### config.mk
export PLATFORM = sky130hd
export DESIGN_NAME = fls_decoder
export DESIGN_NICKNAME = d
export VERILOG_FILES = /design/src/logic/fls_pkg.sv /design/src/logic/fls_decoder.sv
export VERILOG_INCLUDE_DIRS = /design/src /design/src/logic
export SDC_FILE = /design/constraint.sdc
export NUM_CORES = 1
export LEC_CHECK = 0
export BUFFER_PORTS_ARGS = -buffer_cell sky130_fd_sc_hd__buf_4
export CAP_MARGIN = 20
export CORE_UTILIZATION = 26
export CTS_BUF_LIST = sky130_fd_sc_hd__clkbuf_8 sky130_fd_sc_hd__clkbuf_16
export CTS_CLUSTER_DIAMETER = 100
export CTS_CLUSTER_SIZE = 14
export DETAILED_ROUTE_END_ITERATION = 8
export PLACE_DENSITY = 0.42
export SKIP_LAST_GASP = 1
export SYNTH_ARGS = -nofsm -noshare
export SYNTH_HDL_FRONTEND = slang
export SYNTH_SLANG_ARGS = --single-unit
### constraint.sdc
create_clock -name clk_in -period 3.2 [get_ports clk_in]
set_input_delay 0.64 -clock clk_in [delete_from_list [all_inputs] [get_ports clk_in]]
set_output_delay 0.64 -clock clk_in [all_outputs]
set_load 0.01 [all_outputs]
### src/logic/fls_regs.svh
// constants for the five-level shift decoder
`ifndef FLS_REGS_SVH
`define FLS_REGS_SVH

// ********************************************************************
// code layout: pulse one is bit 0, marking is 1
// ********************************************************************
`define FLS_CODE_W 5
`define FLS_CODE_LETTERS 5'h1f
`define FLS_CODE_FIGURES 5'h1b
`define FLS_CODE_CR 5'h08
`define FLS_CODE_LF 5'h02
`define FLS_CODE_SPACE 5'h04
`define FLS_CODE_BLANK 5'h00

// ********************************************************************
// function output bit positions
// ********************************************************************
`define FLS_FN_LETTERS 0
`define FLS_FN_FIGURES 1
`define FLS_FN_CR 2
`define FLS_FN_LF 3
`define FLS_FN_BLANK 4
`define FLS_FN_W 5

// ********************************************************************
// reset values and print line
// ********************************************************************
`define FLS_CASE_RESET 1'b0
`define FLS_COL_W 7
`define FLS_LAST_COL 7'h47
`define FLS_TMR_W 16
`define FLS_FIFO_DEPTH 8

`endif

### src/logic/fls_pkg.sv
// types shared by the five-level shift decoder
package fls_pkg;
    // receive framing states
    typedef enum logic [2:0] {
        FLS_RX_IDLE, FLS_RX_START, FLS_RX_DATA, FLS_RX_STOP, FLS_RX_PUSH
    } fls_rx_state_t;
    // operating stages, in trigger order
    typedef enum logic [2:0] {
        FLS_SQ_IDLE, FLS_SQ_CODEBAR, FLS_SQ_FUNC, FLS_SQ_PRINT,
        FLS_SQ_SPACE, FLS_SQ_LF
    } fls_seq_state_t;
endpackage : fls_pkg

### src/logic/fls_decoder.sv
// five-level start-stop receiver, case decoder and stage sequencer
`include "fls_regs.svh"

// ********************************************************************
// code buffer between selector and code bar stage
// ********************************************************************
module fls_fifo #(
    parameter int WIDTH = `FLS_CODE_W,
    parameter int DEPTH = `FLS_FIFO_DEPTH
) (
    // clock, reset, enable
    input wire logic clk_in,
    input wire logic rst_n_in,
    input wire logic ce_in,
    // fill side
    input wire logic in_valid_in,
    output logic in_ready_out,
    input wire logic [WIDTH-1:0] in_data_in,
    // drain side
    output logic out_valid_out,
    input wire logic out_ready_in,
    output logic [WIDTH-1:0] out_data_out
);
    localparam int AW = $clog2(DEPTH);
    logic [WIDTH-1:0] mem_reg [DEPTH];
    logic [AW-1:0] wr_reg;
    logic [AW-1:0] rd_reg;
    logic [AW:0] cnt_reg;
    wire push = in_valid_in && in_ready_out;
    wire pop = out_valid_out && out_ready_in;

    // honest flags straight from the fill count
    assign in_ready_out = (cnt_reg != DEPTH[AW:0]);
    assign out_valid_out = (cnt_reg != '0);
    assign out_data_out = mem_reg[rd_reg];

    // pointers and count
    always_ff @(posedge clk_in or negedge rst_n_in) begin
        if (!rst_n_in) begin
            wr_reg <= '0;
            rd_reg <= '0;
            cnt_reg <= '0;
        end else if (ce_in) begin
            if (push) wr_reg <= wr_reg + 1'b1;
            if (pop) rd_reg <= rd_reg + 1'b1;
            if (push && !pop) cnt_reg <= cnt_reg + 1'b1;
            else if (pop && !push) cnt_reg <= cnt_reg - 1'b1;
        end
    end

    // storage, no reset needed on data
    always_ff @(posedge clk_in) begin
        if (ce_in && push) mem_reg[wr_reg] <= in_data_in;
    end
endmodule : fls_fifo

// ********************************************************************
// top: decoder and sequencer
// ********************************************************************
// Operation
// - five pulses give thirty-two raw codes
// - all-marking code selects letters case
// - pulses 1,2,4,5 marking select figures
// - other codes mean two things, by case
// - spacing start pulse triggers pulse sampling
// - adjustable offset from start to samples
// - code bar starts after five pulses latched
// - stages run selector to line feed order
// - space suppressible, print always runs; line feed conditional
// - functions drive outputs; return resets column
// - line feed advances one or two lines
// - function codes print a blank position
// - graphic advances column by one, except at line end
// - no spacing on functions or line end
// - space, feed third turn; others full
// - shaft runs; sequences start on signal
// - finished stage waits idle until retriggered
// - stop pulse 1.42 or 1.0 unit
// - current is marking, none is spacing
module fls_decoder #(
    parameter int REV_CYCLES = 12000
) (
    // clock, reset, enable
    input wire logic clk_in,
    input wire logic resetn_in,
    input wire logic ce_in,
    // signal line, 1 = current flowing
    input wire logic line_in,
    // timing and configuration
    input wire logic [`FLS_TMR_W-1:0] unit_len_in,
    input wire logic [`FLS_TMR_W-1:0] sample_ofs_in,
    input wire logic double_lf_in,
    input wire logic err_clear_in,
    // stage and decode outputs
    output fls_pkg::fls_seq_state_t stage_out,
    output logic [`FLS_CODE_W-1:0] code_bar_out,
    output logic figs_case_out,
    output logic [`FLS_FN_W-1:0] func_out,
    output logic print_out,
    output logic blank_out,
    output logic [`FLS_CODE_W:0] char_out,
    output logic space_step_out,
    output logic lf_step_out,
    output logic [`FLS_COL_W-1:0] column_out,
    // status
    output logic frame_err_out,
    output logic overrun_out
);
    import fls_pkg::*;

    localparam int THIRD_CYCLES = REV_CYCLES / 3;
    localparam logic [`FLS_TMR_W-1:0] REV_LAST =
        `FLS_TMR_W'(REV_CYCLES - 1);
    localparam logic [`FLS_TMR_W-1:0] THIRD_LAST =
        `FLS_TMR_W'(THIRD_CYCLES - 1);

    // non-typing function codes; space is not one, it still spaces
    function automatic logic fls_is_func(input logic [4:0] c);
        fls_is_func = (c == `FLS_CODE_LETTERS) ||
            (c == `FLS_CODE_FIGURES) || (c == `FLS_CODE_CR) ||
            (c == `FLS_CODE_LF) || (c == `FLS_CODE_BLANK);
    endfunction : fls_is_func

    // ****************************************************************
    // reset release and line synchroniser
    // ****************************************************************
    logic [1:0] rst_sync_reg;
    wire rst_n = rst_sync_reg[1];

    // reset asserts at once, releases after two edges
    always_ff @(posedge clk_in or negedge resetn_in) begin
        if (!resetn_in) rst_sync_reg <= 2'b00;
        else if (ce_in) rst_sync_reg <= {rst_sync_reg[0], 1'b1};
    end

    logic s1_reg, s2_reg, s3_reg, line_reg, line_prev_reg;

    // three stages; change accepted only when 2nd and 3rd agree
    always_ff @(posedge clk_in or negedge rst_n) begin
        if (!rst_n) begin
            s1_reg <= 1'b1;
            s2_reg <= 1'b1;
            s3_reg <= 1'b1;
            line_reg <= 1'b1;
            line_prev_reg <= 1'b1;
        end else if (ce_in) begin
            s1_reg <= line_in;
            s2_reg <= s1_reg;
            s3_reg <= s2_reg;
            if (s2_reg == s3_reg) line_reg <= s3_reg;
            line_prev_reg <= line_reg;
        end
    end

    // ****************************************************************
    // selector: start detect and pulse sampling
    // ****************************************************************
    fls_rx_state_t rx_reg, rx_next;
    logic [`FLS_TMR_W-1:0] rx_tmr_reg, rx_tmr_next;
    logic [2:0] bit_reg, bit_next;
    logic [4:0] shift_reg, shift_next;
    logic frame_err_reg, overrun_reg;
    logic fifo_in_ready, fifo_out_valid, fifo_pop;
    logic [4:0] fifo_out_data;

    wire fall = line_prev_reg && !line_reg;
    wire rx_tick = (rx_tmr_reg == '0);
    wire [`FLS_TMR_W-1:0] unit_reload = unit_len_in - 1'b1;
    wire rx_push = (rx_reg == FLS_RX_PUSH);
    wire stop_bad = (rx_reg == FLS_RX_STOP) && rx_tick && !line_reg;
    wire lost = rx_push && fall; // start missed while buffer is full

    // framing; the stop sample re-arms, so either stop length works
    always_comb begin
        rx_next = rx_reg;
        rx_tmr_next = rx_tick ? rx_tmr_reg : rx_tmr_reg - 1'b1;
        bit_next = bit_reg;
        shift_next = shift_reg;
        case (rx_reg)
            FLS_RX_IDLE: begin
                if (fall) begin
                    rx_next = FLS_RX_START;
                    rx_tmr_next = sample_ofs_in;
                end
            end
            FLS_RX_START: begin
                if (rx_tick) begin
                    // a start that is no longer spacing is noise
                    rx_next = line_reg ? FLS_RX_IDLE : FLS_RX_DATA;
                    rx_tmr_next = unit_reload;
                    bit_next = 3'h0;
                end
            end
            FLS_RX_DATA: begin
                if (rx_tick) begin
                    shift_next = {line_reg, shift_reg[4:1]};
                    rx_tmr_next = unit_reload;
                    bit_next = bit_reg + 3'h1;
                    if (bit_reg == 3'h4) rx_next = FLS_RX_STOP;
                end
            end
            FLS_RX_STOP: begin
                if (rx_tick) rx_next = FLS_RX_PUSH;
            end
            FLS_RX_PUSH: begin
                if (fifo_in_ready) rx_next = FLS_RX_IDLE;
            end
            default: rx_next = FLS_RX_IDLE;
        endcase
    end

    // selector registers
    always_ff @(posedge clk_in or negedge rst_n) begin
        if (!rst_n) begin
            rx_reg <= FLS_RX_IDLE;
            rx_tmr_reg <= '0;
            bit_reg <= 3'h0;
            shift_reg <= 5'h00;
        end else if (ce_in) begin
            rx_reg <= rx_next;
            rx_tmr_reg <= rx_tmr_next;
            bit_reg <= bit_next;
            shift_reg <= shift_next;
        end
    end

    // sticky errors; a new error wins over a clear
    always_ff @(posedge clk_in or negedge rst_n) begin
        if (!rst_n) begin
            frame_err_reg <= 1'b0;
            overrun_reg <= 1'b0;
        end else if (ce_in) begin
            frame_err_reg <= stop_bad || (frame_err_reg && !err_clear_in);
            overrun_reg <= lost || (overrun_reg && !err_clear_in);
        end
    end

    fls_fifo #(
        .WIDTH(`FLS_CODE_W),
        .DEPTH(`FLS_FIFO_DEPTH)
    ) u_fifo (
        .clk_in(clk_in),
        .rst_n_in(rst_n),
        .ce_in(ce_in),
        .in_valid_in(rx_push),
        .in_ready_out(fifo_in_ready),
        .in_data_in(shift_reg),
        .out_valid_out(fifo_out_valid),
        .out_ready_in(fifo_pop),
        .out_data_out(fifo_out_data)
    );

    // ****************************************************************
    // stage sequencer
    // ****************************************************************
    fls_seq_state_t sq_reg, sq_next;
    logic [`FLS_TMR_W-1:0] sq_tmr_reg, sq_tmr_next;
    logic [4:0] code_reg;
    logic figs_reg;
    logic [`FLS_COL_W-1:0] col_reg;
    logic lf_left_reg;
    logic [`FLS_FN_W-1:0] func_reg;
    logic print_reg, blank_reg, space_reg, lf_reg;
    logic [5:0] char_reg;

    wire sq_tick = (sq_tmr_reg == '0);
    wire is_func = fls_is_func(code_reg);
    wire is_lf = (code_reg == `FLS_CODE_LF);
    wire at_end = (col_reg == `FLS_LAST_COL);
    wire may_space = (!is_func || code_reg == `FLS_CODE_SPACE) &&
        !at_end;
    assign fifo_pop = (sq_reg == FLS_SQ_IDLE) && fifo_out_valid;

    // stage order and lengths
    always_comb begin
        sq_next = sq_reg;
        sq_tmr_next = sq_tick ? sq_tmr_reg : sq_tmr_reg - 1'b1;
        case (sq_reg)
            FLS_SQ_IDLE: begin
                if (fifo_out_valid) begin
                    sq_next = FLS_SQ_CODEBAR;
                    sq_tmr_next = REV_LAST;
                end
            end
            FLS_SQ_CODEBAR: begin
                if (sq_tick) begin
                    sq_next = FLS_SQ_FUNC;
                    sq_tmr_next = REV_LAST;
                end
            end
            FLS_SQ_FUNC: begin
                if (sq_tick) begin
                    sq_next = FLS_SQ_PRINT;
                    sq_tmr_next = REV_LAST;
                end
            end
            FLS_SQ_PRINT: begin
                if (sq_tick) begin
                    sq_tmr_next = THIRD_LAST;
                    if (may_space) sq_next = FLS_SQ_SPACE;
                    else if (is_lf) sq_next = FLS_SQ_LF;
                    else sq_next = FLS_SQ_IDLE;
                end
            end
            FLS_SQ_SPACE: begin
                if (sq_tick) begin
                    sq_tmr_next = THIRD_LAST;
                    sq_next = is_lf ? FLS_SQ_LF : FLS_SQ_IDLE;
                end
            end
            FLS_SQ_LF: begin
                if (sq_tick) begin
                    sq_tmr_next = THIRD_LAST;
                    // second third-turn only for double feed
                    sq_next = lf_left_reg ? FLS_SQ_LF : FLS_SQ_IDLE;
                end
            end
            default: sq_next = FLS_SQ_IDLE;
        endcase
    end

    // stage state, code bars and case
    always_ff @(posedge clk_in or negedge rst_n) begin
        if (!rst_n) begin
            sq_reg <= FLS_SQ_IDLE;
            sq_tmr_reg <= '0;
            code_reg <= 5'h00;
            figs_reg <= `FLS_CASE_RESET;
            lf_left_reg <= 1'b0;
        end else if (ce_in) begin
            sq_reg <= sq_next;
            sq_tmr_reg <= sq_tmr_next;
            if (fifo_pop) code_reg <= fifo_out_data;
            if (fifo_pop) lf_left_reg <= double_lf_in;
            if (sq_reg == FLS_SQ_LF && sq_tick) lf_left_reg <= 1'b0;
            if (sq_reg == FLS_SQ_FUNC && sq_tick) begin
                if (code_reg == `FLS_CODE_LETTERS) figs_reg <= 1'b0;
                if (code_reg == `FLS_CODE_FIGURES) figs_reg <= 1'b1;
            end
        end
    end

    // stage results: one-cycle pulses at the end of the function, print, space and feed stages; blank, char and column are held
    always_ff @(posedge clk_in or negedge rst_n) begin
        if (!rst_n) begin
            col_reg <= '0;
            func_reg <= '0;
            print_reg <= 1'b0;
            blank_reg <= 1'b0;
            char_reg <= 6'h00;
            space_reg <= 1'b0;
            lf_reg <= 1'b0;
        end else if (ce_in) begin
            func_reg <= '0;
            print_reg <= 1'b0;
            space_reg <= 1'b0;
            lf_reg <= 1'b0;
            if (sq_reg == FLS_SQ_FUNC && sq_tick) begin
                func_reg[`FLS_FN_LETTERS] <=
                    (code_reg == `FLS_CODE_LETTERS);
                func_reg[`FLS_FN_FIGURES] <=
                    (code_reg == `FLS_CODE_FIGURES);
                func_reg[`FLS_FN_CR] <= (code_reg == `FLS_CODE_CR);
                func_reg[`FLS_FN_LF] <= is_lf;
                func_reg[`FLS_FN_BLANK] <= (code_reg == `FLS_CODE_BLANK);
                if (code_reg == `FLS_CODE_CR) col_reg <= '0;
            end
            if (sq_reg == FLS_SQ_PRINT && sq_tick) begin
                print_reg <= 1'b1;
                blank_reg <= is_func;
                char_reg <= {figs_reg, code_reg};
            end
            if (sq_reg == FLS_SQ_SPACE && sq_tick) begin
                space_reg <= 1'b1;
                col_reg <= col_reg + 1'b1;
            end
            if (sq_reg == FLS_SQ_LF && sq_tick) lf_reg <= 1'b1;
        end
    end

    // ****************************************************************
    // outputs
    // ****************************************************************
    assign stage_out = sq_reg;
    assign code_bar_out = code_reg;
    assign figs_case_out = figs_reg;
    assign func_out = func_reg;
    assign print_out = print_reg;
    assign blank_out = blank_reg;
    assign char_out = char_reg;
    assign space_step_out = space_reg;
    assign lf_step_out = lf_reg;
    assign column_out = col_reg;
    assign frame_err_out = frame_err_reg;
    assign overrun_out = overrun_reg;
endmodule : fls_decoder

==> results.json <==
{
  "reg2reg_to": "rx_tmr_reg[8]",
  "drive_gt1_frac": 0.228,
  "via_per_inst": 5.12,
  "cp_slowest_cell": "or4_4",
  "arrival_ps": 3160,
  "worst_clock_skew_ps": 15.6,
  "hold_buffers": 1,
  "syn_nets": 701,
  "period_share": 0.890,
  "slowest_delay_ps": 660,
  "period_needed_ps": 2850,
  "cts_setup_buffers": 0,
  "slew_violations": 0,
  "synth_area_leaders": "dfrtp_1 (31%), edfxtp_1 (17%), mux4_2 (3.2%)",
  "peakVddDrop_uv": 383,
  "gp_congestion": 0.841,
  "p_switching_uw": 1400,
  "rsz0062_at_grt": "false",
  "start_util": 0.264,
  "seq_area_sq_um": 3560,
  "required_ps": 3510,
  "syn_to_final_growth_pct": 22.3,
  "drtIter0Drc": 393,
  "combPwrFrac": 0.145,
  "tightest_slew_ps": 828,
  "min_path_type": "register to async pin",
  "postSynthCellCount": 649,
  "cts_max_level": 4,
  "reg2reg_slack_ps": 350,
  "grt_pass1_vias": 5739,
  "swShare": 0.295,
  "netlist_area_sq_um": 7100,
  "first_pass_iters": 5,
  "io-pin-count": 71,
  "die_w_microns": 167,
  "syn_avg_cell_area_sq_um": 10.9,
  "synth-seq-cells": 134,
  "cts_buffers": 17,
  "dr_total_vias": 5557,
  "grt_max_degree": 53,
  "largest_reg_flops": 40,
  "cpMostUsedCell": "or4_4",
  "cts_root_buffer": "clkbuf_16",
  "power_leakage_uw": 0.00341,
  "finalHoldViolCount": 0,
  "cp_cell_sequence": "or4_4 -> or4_4 -> o31ai_2 -> buf_4 -> nor4_1 -> a221o_1",
  "hpwl_mm": 13.6,
  "synth_most_common_cell": "dfrtp_1",
  "worstRegToRegCells": 6,
  "grt.overflow.total": 0,
  "port_buffers": 70,
  "synth_edf_count": 40,
  "crit_fanout": 12,
  "drc": 0,
  "powerDensity_nw_per_um2": 547,
  "core_sq_um": 26900,
  "drv_cap": 0,
  "fp.dieH_microns": 167,
  "seq_power_share": 0.448,
  "cts_tree": "built",
  "synth_top_cell_by_area": "dfrtp_1",
  "worstSetupPathType": "register to register",
  "clock-sinks": 134,
  "status": "completed",
  "end_kind": "register",
  "fill_cells": 2734,
  "antenna_left": 0,
  "clkTransAtPathRegs_ps": 60,
  "slew_headroom": 0.441,
  "setup_viol": 0,
  "ys_types": 80,
  "cts_resized": 0,
  "pwr-share-clk": 0.408,
  "synth_top_area_frac": 0.314,
  "nets": 784,
  "wl_per_cell_microns": 17.4,
  "timing.hold.ws_ps": 392,
  "synth-main-ff-cell": "dfrtp_1",
  "grtUsageTotal": 0.141,
  "wl_mm": 18.9,
  "synth_warnings": 0,
  "clock_latency_ps": 430,
  "multi_input_area_sq_um": 3340,
  "tns_ps": 0,
  "crit_start": "rx_tmr_reg[3]",
  "synthArstFlopShare": 0.701,
  "seq_area_frac_synth": 0.501,
  "synth_common_cells": "dfrtp_1 (89), nor2_1 (49), edfxtp_1 (40), nand2_1 (40), a21oi_1 (25)",
  "intPower_uw": 3350,
  "grt_pass1_wl_mm": 31.0,
  "fmax_mhz": 351,
  "cp-start-kind": "register",
  "r2r-start": "rx_tmr_reg[3]",
  "diodes": 0,
  "antenna_found_initial": 0,
  "rows": 60,
  "dieArea_sq_um": 28000,
  "cts_buffer_depth": 2
}
==> metrics by stage <==
stage / util / cells / setup slack, ps / instance area, sq um / power [uW]
finish: 0.323 / 1086 / 351 / 8690 / 4750
global route: 0.323 / 1086 / 130 / 8690 / 5000
CTS: 0.323 / 1086 / 369 / 8690 / 4810
detailed placement: 0.301 / 1053 / 374 / 8100 / 2850
global placement: 0.301 / 1053 / 435 / 8100 / 2830
floorplan: - / 649 / 380 / 7100 / 2580
==> worst max-delay path: cells and delay by family, from the launching register on <==
kind / cells / cell delay (ps)
compound gates: 2 / 730
buf+inv: 1 / 240
simple gates: 3 / 1310
flops: 1 / 450
==> cells in the final DEF, fill, tap and decap left out, types with 4 or more instances in the layout <==
master and instances:
or4_1 5, mux2i_1 6, a31oi_1 13, dfstp_2 5, ha_1 13, buf_4 92
o2bb2ai_1 5, edfxtp_1 40, inv_1 20, xor2_1 15, nor2_1 49, nand4_1 10
nor3b_1 4, and3_1 5, mux4_2 10, or3_1 9, nand2b_1 10, o41ai_1 4
mux2_1 13, o211ai_1 8, nor4b_1 5, o21ai_0 20, o311ai_1 6, dfrtp_1 88
clkbuf_16 17, xnor2_1 19, nor3_1 21, a21oi_1 25, nor4_1 18, a211oi_1 5
nand3_1 22, o21ai_1 11, inv_6 7, nand2_1 40, a2bb2oi_1 4, or2_2 5
a21o_1 7, mux2_2 10, a22o_1 9
==> per-layer routing <==
metal / wire length (microns) / vias up / global-route usage / share of wire
met2: 8950 / 141 / 0.228 / 0.47
met3: 621 / 20 / 0.0236 / 0.033
met1: 8990 / 2742 / 0.188 / 0.48
li1: - / 2654 / - / -
met5: 0 / - / 0 / 0
met4: 331 / 0 / 0.0554 / 0.018
==> area by class of cell <==
type / instances / share of cell area
tap: 341 / 0.0491
clock buffer: 17 / 0.0490
sequential: 134 / 0.410
inverter: 22 / 0.00950
multi-input combinational: 464 / 0.384
clock inverter: 15 / 0.0177
timing repair buffer: 93 / 0.0806
==> worst max path at each step <==
| stage | endpoint |
|---|---|
| 3_3_place_gp | rx_tmr_reg[8] |
| 4_1_cts | rx_tmr_reg[8] |
| 6_report | rx_tmr_reg[8] |
| 5_1_grt | u_fifo.mem_reg[7][1] |
| 3_5_place_dp | rx_tmr_reg[8] |
| 2_1_floorplan | bit_reg[0] |
==> kinds of logic (layout without fill, tap and decap cells) <==
| family | after synthesis | count (layout) | share of synthesized area |
|---|---|---|---|
| multiplexers | 39 | 39 | 0.0766 |
| AO/OA/AOI/OAI | 153 | 153 | 0.153 |
| XOR/XNOR | 34 | 34 | 0.0419 |
| adder cells (fa/ha/maj) | 14 | 14 | 0.0257 |
| flip-flops | 134 | 134 | 0.501 |
| buffers and inverters | 51 | 147 | 0.0291 |
| AND/OR/NAND/NOR | 224 | 224 | 0.173 |
==> power groups by stage <==
stage,sequential (uW),combinational [uW],clock (uW)
CTS,2130,694,1990
detailed placement,2160,687,0
global route,2160,775,2060
finish,2130,688,1940
floorplan,2090,485,0
global placement,2150,675,0
Power figures use the tool's default switching activity.
